**src/shared/uefm_map.vh**
```
// Purpose: register offsets, fields and sizes for the endpoint fifo manager
// Assumes: apb with 32-bit data, one aligned word per register
// Notes: definitions only
`ifndef UEFM_MAP_VH
`define UEFM_MAP_VH
// register byte addresses
`define UEFM_EPC_BASE      12'h000
`define UEFM_EPS_BASE      12'h040
`define UEFM_INT_FLAGS     12'h080
`define UEFM_CMD           12'h084
`define UEFM_DMA_CFG       12'h088
`define UEFM_HW_CFG        12'h08C
`define UEFM_SER_EVT       12'h090
`define UEFM_ALLOC_TOTAL   12'h094
// endpoint config fields
`define UEFM_EPC_SIZE_LSB  0
`define UEFM_EPC_SIZE_MSB  3
`define UEFM_EPC_ISO       4
`define UEFM_EPC_DBLBUF    5
`define UEFM_EPC_DIR       6
`define UEFM_EPC_EN        7
// command fields: [3:0] endpoint, [6:4] opcode
`define UEFM_OP_READ       3'h1
`define UEFM_OP_WRITE      3'h2
`define UEFM_OP_CLEAR      3'h3
`define UEFM_OP_VALIDATE   3'h4
`define UEFM_OP_SETUP_ACK  3'h5
// dma config fields
`define UEFM_DMA_EN        0
`define UEFM_DMA_BURST     1
`define UEFM_DMA_IDX_LSB   4
`define UEFM_DMA_IDX_MSB   7
// hardware config fields
`define UEFM_HW_ACK_ONLY   0
`define UEFM_HW_REQ_HIGH   1
`define UEFM_HW_ACK_HIGH   2
`define UEFM_HW_FIN_HIGH   3
// serial engine event fields
`define UEFM_SER_EP_LSB    0
`define UEFM_SER_EP_MSB    3
`define UEFM_SER_PKT       4
`define UEFM_SER_SETUP     5
`define UEFM_SER_BUSRST    6
`define UEFM_SER_SHORT     7
// sizes
`define UEFM_CTRL_SIZE     12'h040
`define UEFM_MEM_BYTES     12'h99E
`define UEFM_BURST_MAX     5'h10
`define UEFM_NUM_EP        16
`endif

```
**src/uefm_size_dec.v**
```verilog
// Purpose: fifo size code to byte count, doubled when double-buffered
// Assumes: enable gates the size to zero
// Notes: reserved non-iso codes give zero bytes
`timescale 1ns/10ps
module uefm_size_dec (
    input  wire [3:0]  size_code,
    input  wire        iso,
    input  wire        dbl,
    input  wire        en,
    output reg  [11:0] phys_bytes
);
    reg [10:0] logical;
    always @* begin
        logical = 11'h000;
        if (iso) begin
            case (size_code)
                4'h0: logical = 11'd16;
                4'h1: logical = 11'd32;
                4'h2: logical = 11'd48;
                4'h3: logical = 11'd64;
                4'h4: logical = 11'd96;
                4'h5: logical = 11'd128;
                4'h6: logical = 11'd160;
                4'h7: logical = 11'd192;
                4'h8: logical = 11'd256;
                4'h9: logical = 11'd320;
                4'hA: logical = 11'd384;
                4'hB: logical = 11'd512;
                4'hC: logical = 11'd640;
                4'hD: logical = 11'd768;
                4'hE: logical = 11'd896;
                default: logical = 11'd1023;
            endcase
        end else begin
            case (size_code)
                4'h0: logical = 11'd8;
                4'h1: logical = 11'd16;
                4'h2: logical = 11'd32;
                4'h3: logical = 11'd64;
                default: logical = 11'd0;
            endcase
        end
        if (!en)
            phys_bytes = 12'h000;
        else if (dbl)
            phys_bytes = {logical, 1'b0};
        else
            phys_bytes = {1'b0, logical};
    end
endmodule

```
**src/uefm_top.v**
```verilog
// Purpose: endpoint layer: config, fifo allocation, event flags, buffer commands, dma select
// Assumes: serial engine events arrive as clk-domain pulses; dma pins are asynchronous
// Notes: buffer data path itself is outside; only occupancy and allocation live here
`timescale 1ns/10ps
`include "uefm_map.vh"
module uefm_top #(
    parameter NUM_EP = `UEFM_NUM_EP
) (
    input  wire        clk,
    input  wire        reset_n,
    input  wire        psel,
    input  wire        penable,
    input  wire        pwrite,
    input  wire [11:0] paddr,
    input  wire [31:0] pwdata,
    output reg  [31:0] prdata,
    output reg         pready,
    output reg         pslverr,
    input  wire        dma_ack_in,
    input  wire        transfer_end_in,
    input  wire        dma_rd_strobe_n,
    input  wire        dma_wr_strobe_n,
    output reg         dma_request_out,
    output reg         dma_data_strobe,
    output reg         dma_dir_write,
    output reg         tx_ready_ff,
    output reg         alloc_overflow_ff
);
    // endpoint config regs; index 0 is control out, 1 control in, 2..15 configurable
    reg [7:0]  endpoint_config_reg [0:NUM_EP-1];
    reg [NUM_EP-1:0] endpoint_event_flag;
    reg [NUM_EP-1:0] buf_full_ff;
    reg [NUM_EP-1:0] alt_buf_ff;
    reg [NUM_EP-1:0] short_ff;
    reg        setup_lock_ff;
    reg [1:0]  setup_ack_ff;
    reg [7:0]  dma_cfg_ff;
    reg [3:0]  hw_cfg_ff;
    reg [11:0] base_ff [0:NUM_EP-1];
    reg [11:0] total_ff;
    reg [7:0]  ser_evt_ff;
    reg        ack_s1_ff, ack_s2_ff, fin_s1_ff, fin_s2_ff;
    reg        rd_s1_ff, rd_s2_ff, wr_s1_ff, wr_s2_ff;
    reg        strobe_d_ff;
    reg [4:0]  burst_cnt_ff;
    wire [11:0] phys [0:NUM_EP-1];
    // sums wider than the memory so an oversized config cannot wrap
    wire [15:0] run  [0:NUM_EP];
    integer i;

    // size decode per configurable endpoint; control pair fixed at 64
    assign run[0] = 16'h0000;
    genvar g;
    generate
        for (g = 0; g < NUM_EP; g = g + 1) begin : g_ep
            if (g < 2) begin : g_ctl
                assign phys[g] = `UEFM_CTRL_SIZE;
            end else begin : g_cfg
                uefm_size_dec u_dec (
                    .size_code  (endpoint_config_reg[g][`UEFM_EPC_SIZE_MSB:`UEFM_EPC_SIZE_LSB]),
                    .iso        (endpoint_config_reg[g][`UEFM_EPC_ISO]),
                    .dbl        (endpoint_config_reg[g][`UEFM_EPC_DBLBUF]),
                    .en         (endpoint_config_reg[g][`UEFM_EPC_EN]),
                    .phys_bytes (phys[g])
                );
            end
            assign run[g+1] = run[g] + {4'h0, phys[g]};
        end
    endgenerate

    // apb decode
    wire        acc     = psel & penable;
    wire        wr_acc  = acc & pwrite;
    wire        rd_acc  = acc & ~pwrite;
    wire        in_epc  = (paddr[11:6] == 6'h00);
    wire        in_eps  = (paddr[11:6] == 6'h01);
    wire [3:0]  reg_ep  = paddr[5:2];
    wire        mapped  = in_epc | in_eps | (paddr == `UEFM_INT_FLAGS) | (paddr == `UEFM_CMD) |
                          (paddr == `UEFM_DMA_CFG) | (paddr == `UEFM_HW_CFG) |
                          (paddr == `UEFM_SER_EVT) | (paddr == `UEFM_ALLOC_TOTAL);
    wire        cmd_wr  = wr_acc & (paddr == `UEFM_CMD);
    wire [3:0]  cmd_ep  = pwdata[3:0];
    wire [2:0]  cmd_op  = pwdata[6:4];
    wire        cmd_ctl = (cmd_ep[3:1] == 3'h0);
    wire        epc_wr  = wr_acc & in_epc & (reg_ep > 4'h1);
    wire        eps_rd  = rd_acc & in_eps;

    // serial engine events, written by the engine model side through a register strobe
    wire        ser_wr  = wr_acc & (paddr == `UEFM_SER_EVT);
    wire [3:0]  ser_ep  = pwdata[`UEFM_SER_EP_MSB:`UEFM_SER_EP_LSB];
    wire        ser_pkt = ser_wr & pwdata[`UEFM_SER_PKT];
    wire        setup   = ser_wr & pwdata[`UEFM_SER_SETUP];
    wire        bus_rst = ser_wr & pwdata[`UEFM_SER_BUSRST];
    // control in always transmits; its config word is fixed, not stored
    wire        ser_dir = (ser_ep == 4'h1) | endpoint_config_reg[ser_ep][`UEFM_EPC_DIR];
    // a receive endpoint takes a packet only while its buffers have room
    wire        rx_ok   = ser_pkt & ~ser_dir & ~buf_full_ff[ser_ep];
    // a transmit endpoint sends only a validated buffer
    wire        tx_done = ser_pkt & ser_dir & buf_full_ff[ser_ep];

    // dma selection; index 0 and 1 are the control pair and never selectable
    wire [3:0]  dma_idx = dma_cfg_ff[`UEFM_DMA_IDX_MSB:`UEFM_DMA_IDX_LSB];
    wire        dma_on  = dma_cfg_ff[`UEFM_DMA_EN] & (dma_idx > 4'h1) &
                          endpoint_config_reg[dma_idx][`UEFM_EPC_EN];
    wire        dma_dir = endpoint_config_reg[dma_idx][`UEFM_EPC_DIR];
    wire        ack_act = ack_s2_ff ~^ hw_cfg_ff[`UEFM_HW_ACK_HIGH];
    wire        fin_act = fin_s2_ff ~^ hw_cfg_ff[`UEFM_HW_FIN_HIGH];
    // fly-by uses the direction's strobe; ack-only mode ignores both strobes
    wire        strobe  = hw_cfg_ff[`UEFM_HW_ACK_ONLY] ? ack_act :
                          (ack_act & (dma_dir ? ~wr_s2_ff : ~rd_s2_ff));
    wire        stb_pls = strobe & ~strobe_d_ff & dma_on;
    wire        dma_end = dma_on & (fin_act | (short_ff[dma_idx] & ~dma_dir));
    wire        burst_n = dma_cfg_ff[`UEFM_DMA_BURST] ? (burst_cnt_ff == `UEFM_BURST_MAX - 5'h01)
                                                      : 1'b1;
    wire        want    = dma_on & (dma_dir ? ~buf_full_ff[dma_idx] : buf_full_ff[dma_idx]);

    // pin synchronisers; first stage only feeds the second
    always @(posedge clk or negedge reset_n) begin
        if (!reset_n) begin
            // idle level of the default active-low pins: no false edge after reset
            ack_s1_ff <= 1'b1;
            ack_s2_ff <= 1'b1;
            fin_s1_ff <= 1'b1;
            fin_s2_ff <= 1'b1;
            rd_s1_ff  <= 1'b1;
            rd_s2_ff  <= 1'b1;
            wr_s1_ff  <= 1'b1;
            wr_s2_ff  <= 1'b1;
            strobe_d_ff <= 1'b0;
        end else begin
            ack_s1_ff <= dma_ack_in;
            ack_s2_ff <= ack_s1_ff;
            fin_s1_ff <= transfer_end_in;
            fin_s2_ff <= fin_s1_ff;
            rd_s1_ff  <= dma_rd_strobe_n;
            rd_s2_ff  <= rd_s1_ff;
            wr_s1_ff  <= dma_wr_strobe_n;
            wr_s2_ff  <= wr_s1_ff;
            strobe_d_ff <= strobe;
        end
    end

    // configuration, allocation and control registers
    always @(posedge clk or negedge reset_n) begin
        if (!reset_n) begin
            for (i = 0; i < NUM_EP; i = i + 1) begin
                endpoint_config_reg[i] <= 8'h00;
                base_ff[i] <= 12'h000;
            end
            dma_cfg_ff <= 8'h00;
            hw_cfg_ff  <= 4'h0;
            total_ff   <= 12'h000;
            ser_evt_ff <= 8'h00;
            alloc_overflow_ff <= 1'b0;
        end else begin
            if (bus_rst) begin
                for (i = 0; i < NUM_EP; i = i + 1)
                    endpoint_config_reg[i] <= 8'h00;
            end else if (epc_wr) begin
                endpoint_config_reg[reg_ep] <= pwdata[7:0];
            end
            // bases follow the config one cycle later
            for (i = 0; i < NUM_EP; i = i + 1)
                base_ff[i] <= run[i][11:0];
            // readback saturates; the flag below still sees the full sum
            total_ff <= (run[NUM_EP] > 16'h0FFF) ? 12'hFFF : run[NUM_EP][11:0];
            // overflow is only a flag; keeping within memory is firmware's job
            alloc_overflow_ff <= (run[NUM_EP] > {4'h0, `UEFM_MEM_BYTES});
            if (wr_acc && paddr == `UEFM_DMA_CFG)
                dma_cfg_ff <= pwdata[7:0];
            else if (dma_end)
                dma_cfg_ff[`UEFM_DMA_EN] <= 1'b0;
            if (wr_acc && paddr == `UEFM_HW_CFG)
                hw_cfg_ff <= pwdata[3:0];
            if (ser_wr)
                ser_evt_ff <= pwdata[7:0];
        end
    end

    // buffers, flags and setup lock
    always @(posedge clk or negedge reset_n) begin
        if (!reset_n) begin
            endpoint_event_flag <= {NUM_EP{1'b0}};
            buf_full_ff   <= {NUM_EP{1'b0}};
            alt_buf_ff    <= {NUM_EP{1'b0}};
            short_ff      <= {NUM_EP{1'b0}};
            setup_lock_ff <= 1'b0;
            setup_ack_ff  <= 2'b00;
        end else begin
            // clear by status read first so a same-cycle event wins
            if (eps_rd)
                endpoint_event_flag[reg_ep] <= 1'b0;
            if (rx_ok || tx_done || (setup && ser_ep == 4'h0))
                endpoint_event_flag[ser_ep] <= 1'b1;
            if (rx_ok) begin
                buf_full_ff[ser_ep] <= 1'b1;
                short_ff[ser_ep]    <= pwdata[`UEFM_SER_SHORT];
            end
            if (tx_done) begin
                buf_full_ff[ser_ep] <= 1'b0;
                alt_buf_ff[ser_ep]  <= ~alt_buf_ff[ser_ep];
            end
            if (cmd_wr) begin
                case (cmd_op)
                    `UEFM_OP_CLEAR: begin
                        if (!(cmd_ctl && setup_lock_ff)) begin
                            buf_full_ff[cmd_ep] <= 1'b0;
                            short_ff[cmd_ep]    <= 1'b0;
                            alt_buf_ff[cmd_ep]  <= ~alt_buf_ff[cmd_ep];
                        end
                    end
                    `UEFM_OP_VALIDATE: begin
                        if (!(cmd_ctl && setup_lock_ff))
                            buf_full_ff[cmd_ep] <= 1'b1;
                    end
                    `UEFM_OP_SETUP_ACK: begin
                        if (cmd_ctl) begin
                            setup_ack_ff[cmd_ep[0]] <= 1'b1;
                            if (setup_ack_ff[~cmd_ep[0]])
                                setup_lock_ff <= 1'b0;
                        end
                    end
                    default: begin
                    end
                endcase
            end
            // dma strobes: receive side drains; transmit side full flag is left to the validate command
            if (stb_pls && burst_n && !dma_dir)
                buf_full_ff[dma_idx] <= 1'b0;
            if (setup && ser_ep == 4'h0) begin
                setup_lock_ff  <= 1'b1;
                setup_ack_ff   <= 2'b00;
                buf_full_ff[1] <= 1'b0;
                buf_full_ff[0] <= 1'b1;
            end
            if (bus_rst) begin
                buf_full_ff   <= {NUM_EP{1'b0}};
                setup_lock_ff <= 1'b0;
            end
        end
    end

    // dma pins
    always @(posedge clk or negedge reset_n) begin
        if (!reset_n) begin
            dma_request_out <= 1'b0;
            dma_data_strobe <= 1'b0;
            dma_dir_write   <= 1'b0;
            burst_cnt_ff    <= 5'h00;
            tx_ready_ff     <= 1'b0;
        end else begin
            // request drops after each word in single mode, after the burst otherwise
            if (stb_pls)
                burst_cnt_ff <= burst_n ? 5'h00 : burst_cnt_ff + 5'h01;
            dma_request_out <= (want & ~(stb_pls & burst_n) & ~dma_end) ^
                               ~hw_cfg_ff[`UEFM_HW_REQ_HIGH];
            dma_data_strobe <= stb_pls;
            dma_dir_write   <= dma_dir;
            tx_ready_ff     <= |buf_full_ff[NUM_EP-1:1];
        end
    end

    // apb read path; always zero wait state
    always @(posedge clk or negedge reset_n) begin
        if (!reset_n) begin
            prdata  <= 32'h0000_0000;
            pready  <= 1'b0;
            pslverr <= 1'b0;
        end else begin
            pready  <= psel & ~penable;
            pslverr <= psel & ~penable & ~mapped;
            prdata  <= 32'h0000_0000;
            if (psel && !penable && !pwrite) begin
                if (in_epc)
                    prdata <= {24'h00_0000, (reg_ep < 4'h2) ? 8'h83 :
                               endpoint_config_reg[reg_ep]};
                else if (in_eps)
                    prdata <= {base_ff[reg_ep], 12'h000, 4'h0, setup_lock_ff & (reg_ep < 4'h2),
                               short_ff[reg_ep], alt_buf_ff[reg_ep], buf_full_ff[reg_ep]};
                else if (paddr == `UEFM_INT_FLAGS)
                    prdata <= {16'h0000, endpoint_event_flag};
                else if (paddr == `UEFM_DMA_CFG)
                    prdata <= {24'h00_0000, dma_cfg_ff};
                else if (paddr == `UEFM_HW_CFG)
                    prdata <= {28'h000_0000, hw_cfg_ff};
                else if (paddr == `UEFM_SER_EVT)
                    prdata <= {24'h00_0000, ser_evt_ff};
                else if (paddr == `UEFM_ALLOC_TOTAL)
                    prdata <= {20'h0_0000, total_ff};
            end
        end
    end
endmodule

```
**config.mk**
```make
export PLATFORM = sky130hd
export DESIGN_NAME = uefm_top
export DESIGN_NICKNAME = d
export VERILOG_FILES = /design/src/uefm_size_dec.v /design/src/uefm_top.v
export VERILOG_INCLUDE_DIRS = /design/src /design/src/shared
export SDC_FILE = /design/constraint.sdc
export NUM_CORES = 1
export LEC_CHECK = 0
export BUFFER_PORTS_ARGS = -buffer_cell sky130_fd_sc_hd__buf_2
export CAP_MARGIN = 10
export CORE_ASPECT_RATIO = 1.4
export CORE_MARGIN = 2
export CORE_UTILIZATION = 50
export DETAILED_ROUTE_END_ITERATION = 10
export PLACE_DENSITY = 0.66
export SYNTH_ARGS = -nofsm -noshare
export SYNTH_HDL_FRONTEND = slang
export SYNTH_SLANG_ARGS = --single-unit
```
**constraint.sdc**
```tcl
create_clock -name clk -period 33.3 [get_ports clk]
set_input_delay 6.66 -clock clk [delete_from_list [all_inputs] [get_ports clk]]
set_output_delay 6.66 -clock clk [all_outputs]
set_load 0.01 [all_outputs]
```
-- Yosys cells after proc, flatten, opt, wreduce, memory -nomap -nowiden
Memories as Yosys holds them, arrays and structs flattened.
Index checks and enable logic that the tools add are counted.
- register bits after elaboration: 437
- latch bits: 0
- memory bits (writable): 0
- memory bits (read-only): 2240
- bits of input ports: 53
- output and inout bits: 39
- memories: 14
- add/subtract/negate cells: 15
- $mul: 0
- divide/modulo/power cells: 0
- order comparisons: 18
- equality and inequality tests: 54
- shifts and indexed selects: 0
- mux-type cells: 146
- bitwise operators: 71
- reductions and logical operators: 47
- memories (name ; words ; bits a word ; rd ports ; clocked after Yosys merged registers in ; write ports ; line ; text):
    (name not given) ; 16 ; 10 ; 1 ; 0 ; 0 ; uefm_size_dec.v:16 ; case (size_code)
    (name not given) ; 16 ; 10 ; 1 ; 0 ; 0 ; uefm_size_dec.v:16 ;
    (name not given) ; 16 ; 10 ; 1 ; 0 ; 0 ; uefm_size_dec.v:16 ;
    (name not given) ; 16 ; 10 ; 1 ; 0 ; 0 ; uefm_size_dec.v:16 ;
    (name not given) ; 16 ; 10 ; 1 ; 0 ; 0 ; uefm_size_dec.v:16 ;
    (name not given) ; 16 ; 10 ; 1 ; 0 ; 0 ; uefm_size_dec.v:16 ;
    +8 memories ; -- ; -- ; -- ; -- ; -- ; -- ;
- operators with widths (cell ; number):
    12-bit 2-to-1 mux ; 35
    7-bit one-hot mux with 4 select lines ; 14
    16-bit 2-to-1 mux ; 18
    128-bit 2-to-1 mux ; 2
    16-bit by 12-bit adder with 16-bit output ; 10
    11-bit 2-to-1 mux ; 14
    128-bit bitwise mux ; 1
    4-bit by 2-bit == test with 1-bit output (second input constant) ; 28
    8-bit binary-select mux with 4-bit select ; 3
    32-bit 2-to-1 mux ; 3
    16-bit bitwise AND ; 5
    12-bit by 8-bit == test with 1-bit output (second input constant) ; 6
    4-bit by 1-bit == test with 1-bit output (second input constant) ; 15
    4-bit zero test ; 15
    12-bit binary-select mux with 4-bit select ; 1
    16-bit bitwise mux ; 3
    8-bit 2-to-1 mux ; 6
    16-bit NOT ; 3
    16-bit OR ; 3
    8-bit demux with 4-bit select ; 1
    16-bit by 12-bit greater-than comparator with 1-bit output (second input constant) ; 2
    16-bit one-hot mux with 2 select lines ; 1
    1-bit bitwise AND ; 29
    1-bit binary-select mux with 4-bit select ; 7
    other kinds (39) ; 126

-- Logic depth before layout (Yosys ltp)
- word-level depth: 21
- depth in mapped cells: 63
- mapped depth without buffers: 61

-- Cells and area by module
A second synthesis with hierarchy kept.
- cells, all modules: 3295
- area, all modules: 31993.2 sq um
- modules (own cells, without submodules) (module ; times used ; cells an instance ; area an instance (sq um) ; seq. area each (sq um)):
    uefm_top ; 1 ; 2437 ; 25734.7 ; 10745.3
    uefm_size_dec (g_ep[10].g_cfg.u_dec ...) ; 12 ; 62 ; 445.4 ; 0.0
    uefm_size_dec (g_ep[14].g_cfg.u_dec ...) ; 2 ; 57 ; 456.7 ; 0.0

-- Least setup slack after synthesis
No wires, ideal clock.
- path kind: register -> register
- start point: register endpoint_config_reg[107] (netlist name)
- end point: register total_ff[0]
- setup time: 0.124 ns
- arrival: 12.147 ns
- required time: 33.176 ns
- path slack: 21.029 ns
- stages on the path, launching flop included: 60
- path buffers: 2
- cells stage by stage: dfrtp_1 > clkbuf_1 > and2_1 > nand4_1 > nor2_1 > ha_1 > inv_1 > fa_1 > inv_1 > fa_1 > a21o_1 > a211oi_1 > nor2_1 > ha_1 > o21ai_0 > a31oi_1 > o21a_1 > nor2_1 > [24 not listed] > nor2_1 > ha_1 > o21a_1 > o31a_1 > a21oi_1 > ha_1 > and3_1 > a211oi_1 > nor2b_1 > mux2i_1 > o22ai_1 > xnor2_1 > xor2_1 > nand2_1 > mux2_4 > nor4b_4 > buf_6 > o21bai_2
- RTL lines (item ; line ; text):
    from (decl) ; uefm_top.v:30 ; reg [7:0] endpoint_config_reg [0:NUM_EP-1];
    from (signal, indexed assignment) ; uefm_top.v:160 ; endpoint_config_reg[reg_ep] <= pwdata[7:0];
    to (signal assigned) ; uefm_top.v:166 ; total_ff <= (run[NUM_EP] > 16'h0FFF) ? 12'hFFF : run[NUM_EP][11:0];
    to (decl) ; uefm_top.v:40 ; reg [11:0] total_ff;

==> impl_metrics.env <==
export IMPL_grt_max_degree=110
export IMPL_ys_async_sr_fraction=1.00
export IMPL_tightest_slew_ns=1.29
export IMPL_die_w_um=213
export IMPL_clkLatencyLatePin_ns=0.60
export IMPL_yosysWarnings=0
export IMPL_placed_cells=3950
export IMPL_synth_ff_type="dfrtp_1"
export IMPL_vias_per_cell=6.26
export IMPL_multi_input_area_sq_um=18600
export IMPL_largest_register_ffs=156
export IMPL_cp_required_ns=33.73
export IMPL_dr_wl_met3_um=5890
export IMPL_cpMostUsedCell="ha_1"
export IMPL_syn_avg_cell_area_sq_um=9.46
export IMPL_die_area_sq_um=63400
export IMPL_start_util=0.505
export IMPL_synth_seq_area_share=0.350
export IMPL_fin_nets=3483
export IMPL_combPwrFrac=0.048
export IMPL_port_buffer_count=63
export IMPL_fin_crit_ns=15.54
export IMPL_syn_inst=3240
export IMPL_numCtsBuffers=47
export IMPL_cp_slowest_cell="nor4b_4"
export IMPL_pwr_density_cell_nw_per_um2=32.8
export IMPL_drt_wirelength_per_cell_um=23.4
export IMPL_fin_crit_sh=0.467
export IMPL_core_area_sq_um=60800
export IMPL_routed_wl_met2_um=46200
export IMPL_postRouteAntennaNets=0
export IMPL_overflow=0
export IMPL_fin_setup_tns_ns=0
export IMPL_cts_setup_buffers=0
export IMPL_synth_edf_count=0
export IMPL_hp_class="reg2reg"
export IMPL_grt_first_pass_wirelength_um=145000
export IMPL_power_frac_clock=0.466
export IMPL_path_class="reg2reg"
export IMPL_critical_path_max_fanout=13
export IMPL_die_h_um=297
export IMPL_place_area_sq_um=31400
export IMPL_drive_above_1_share=0.128
export IMPL_rsz0062_at_grt="false"
export IMPL_area_growth_pct=7.36
export IMPL_clkSlewWorstSetupHoldPaths_ns=0.06
export IMPL_power_switching_mw=0.273
export IMPL_drv_slew=0
export IMPL_final_hold_viol_count=0
export IMPL_p_leak_nw=14.9
export IMPL_vdd_ir_drop_max_uv=35.5
export IMPL_rows=107
export IMPL_slew_headroom=0.139
export IMPL_grt_pass1_vias=24773
export IMPL_arrival_ns=15.97
export IMPL_wl_um=94600
export IMPL_firstDrtPassIters=8
export IMPL_cts_sinks=428
export IMPL_cts_root_buf="clkbuf_16"
export IMPL_ys_ff_latch=428
export IMPL_dpl_hpwl_um=70600
export IMPL_cts_buffer_depth=3
export IMPL_drc=0
export IMPL_drt_met1_wl_um=35700
export IMPL_setup_viol=0
export IMPL_ctsHoldBuffers=0
export IMPL_top_layer_used="met4"
export IMPL_timing_fmax_ghz=0.0644
export IMPL_cts_resized=0
export IMPL_crit_path_end_kind="flop"
export IMPL_cts_max_level=2
export IMPL_regArea_sq_um=10700
export IMPL_outcome="completed"
export IMPL_skew_ns=0.0232
export IMPL_power_report_internal_total_mw=0.808
export IMPL_ys_types=100
export IMPL_fin_cells=4036
export IMPL_final_area_sq_um=32900
export IMPL_drt_initial_drc_count=2715
export IMPL_track_usage=0.299
export IMPL_synthesis_area_sq_um=30700
export IMPL_antenna_found_initial=1
export IMPL_via_count=25248
export IMPL_gp_congestion=0.944
export IMPL_swShare=0.253
export IMPL_pin_count=92
export IMPL_crit_path_start_kind="flop"
export IMPL_tritoncts="yes"
export IMPL_holdWs_ns=0.357
export IMPL_crit_path_max_incr_delay_ns=0.98
export IMPL_cap_violations=0
export IMPL_seq_power_share=0.486
export IMPL_fillers=5429
## cells by family (layout without fill, tap and decap cells)
| logic type | Yosys count | in the layout | share of synthesized area |
|---|---|---|---|
| AO/OA/AOI/OAI | 849 | 849 | 0.179 |
| XOR/XNOR | 130 | 130 | 0.0410 |
| adder cells (fa/ha/maj) | 249 | 249 | 0.105 |
| buffers and inverters | 343 | 318 | 0.0436 |
| flip-flops | 428 | 428 | 0.350 |
| multiplexers | 227 | 227 | 0.126 |
| other | 2 | 6 | 0.000245 |
| AND/OR/NAND/NOR | 1012 | 1012 | 0.156 |
## worst max-delay path: cells and delay by family, from the launching register on
family                   cells  cell delay [ns]
adder cells (fa/ha/maj)     15             4.92
multiplexers                 1             0.30
buffers and inverters        2             0.17
XOR/XNOR                     6             1.54
AND/OR/NAND/NOR             13             3.98
AO/OA/AOI/OAI               20             3.90
flip-flops                   1             0.51
## final timing paths
kind	cells past startpoint	end	from	slack [ns]
hold reg to reg	0	wr_s2_ff	wr_s1_ff	0.36
setup / recovery	57	total_ff[2]	endpoint_config_reg[104]	17.76
hold / removal	0	wr_s2_ff	wr_s1_ff	0.36
max in group asynchronous	3	alt_buf_ff[5]	reset_n	24.92
setup reg to reg	57	total_ff[2]	endpoint_config_reg[104]	17.76
min in group asynchronous	1	endpoint_config_reg[116]	reset_n	6.13
## area by class of cell
cell class,instances,share of cell area
clock inverters,28,0.00661
inverters,145,0.0167
clock buffers,56,0.0380
flip-flops and latches,428,0.326
multi-input cells,2472,0.566
repair buffers,89,0.0160
well taps,817,0.0311
diodes,1,0.0000760
## cells in the final DEF, fill, tap and decap left out, types with 11 or more instances in the layout
cell,Yosys,layout
a2111oi_0,16,16
a211oi_1,36,36
a21boi_0,17,17
a21o_1,30,30
a21oi_1,140,140
a222oi_1,13,13
a22o_1,30,30
a22oi_1,30,30
a31oi_1,28,28
and2_1,52,51
and3_1,14,14
buf_2,2,60
buf_4,7,26
clkbuf_16,0,47
dfrtp_1,420,420
fa_1,14,14
ha_1,233,233
inv_1,141,141
mux2_2,55,55
mux2i_1,48,48
mux4_2,119,119
nand2_1,346,345
nand2b_1,45,45
nand3_1,60,60
nand3b_1,19,19
nand4_1,16,16
nor2_1,267,267
nor2b_1,79,79
nor3_1,47,46
nor4_1,11,11
o211a_1,18,18
o211ai_1,11,11
o21a_1,29,29
o21ai_0,299,299
o31ai_1,46,46
or2_2,14,14
or3_1,14,14
xnor2_1,92,92
xor2_1,26,26
## per-layer routing
metal | global-route usage | up-vias
li1 | - | 11540
met5 | 0 | -
met2 | 0.506 | 1021
met4 | 0.183 | 0
met1 | 0.362 | 12409
met3 | 0.0377 | 278
## stage by stage
| step | total power [mW] | setup slack, ns | util |
|---|---|---|---|
| after detailed placement | 0.586 | 17.92 | 0.517 |
| after CTS | 1.09 | 17.83 | 0.542 |
| after global routing | 1.11 | 16.84 | 0.542 |
| after floorplan | 0.560 | 21.03 | - |
| after global placement | 0.585 | 18.27 | 0.517 |
| final | 1.08 | 17.76 | 0.542 |
## power by group through the flow
stage / Sequential (mW) / Clock, mW / Combinational, mW
finish: 0.525 / 0.504 / 0.0518
global route: 0.525 / 0.532 / 0.0559
CTS: 0.525 / 0.511 / 0.0519
detailed placement: 0.534 / 0 / 0.0517
global placement: 0.534 / 0 / 0.0510
floorplan: 0.533 / 0 / 0.0271
## cell usage after synthesis (all sizes together), types with 34 or more instances
cell type,count,area (sq um)
a21oi,140,701
buf,34,171
mux2,58,661
dfrtp,420,10500
clkbuf,164,617
nand2b,45,282
xnor2,99,942
and2,55,348
mux2i,50,517
nand3,60,300
nor2b,79,494
inv,144,546
nor3,47,235
nand2,346,1300
nor2,267,1000
mux4,119,2680
ha,233,2920
o21ai,315,1610
a211oi,36,270
o31ai,46,345
Note: power is estimated with default switching activity, not from simulation.
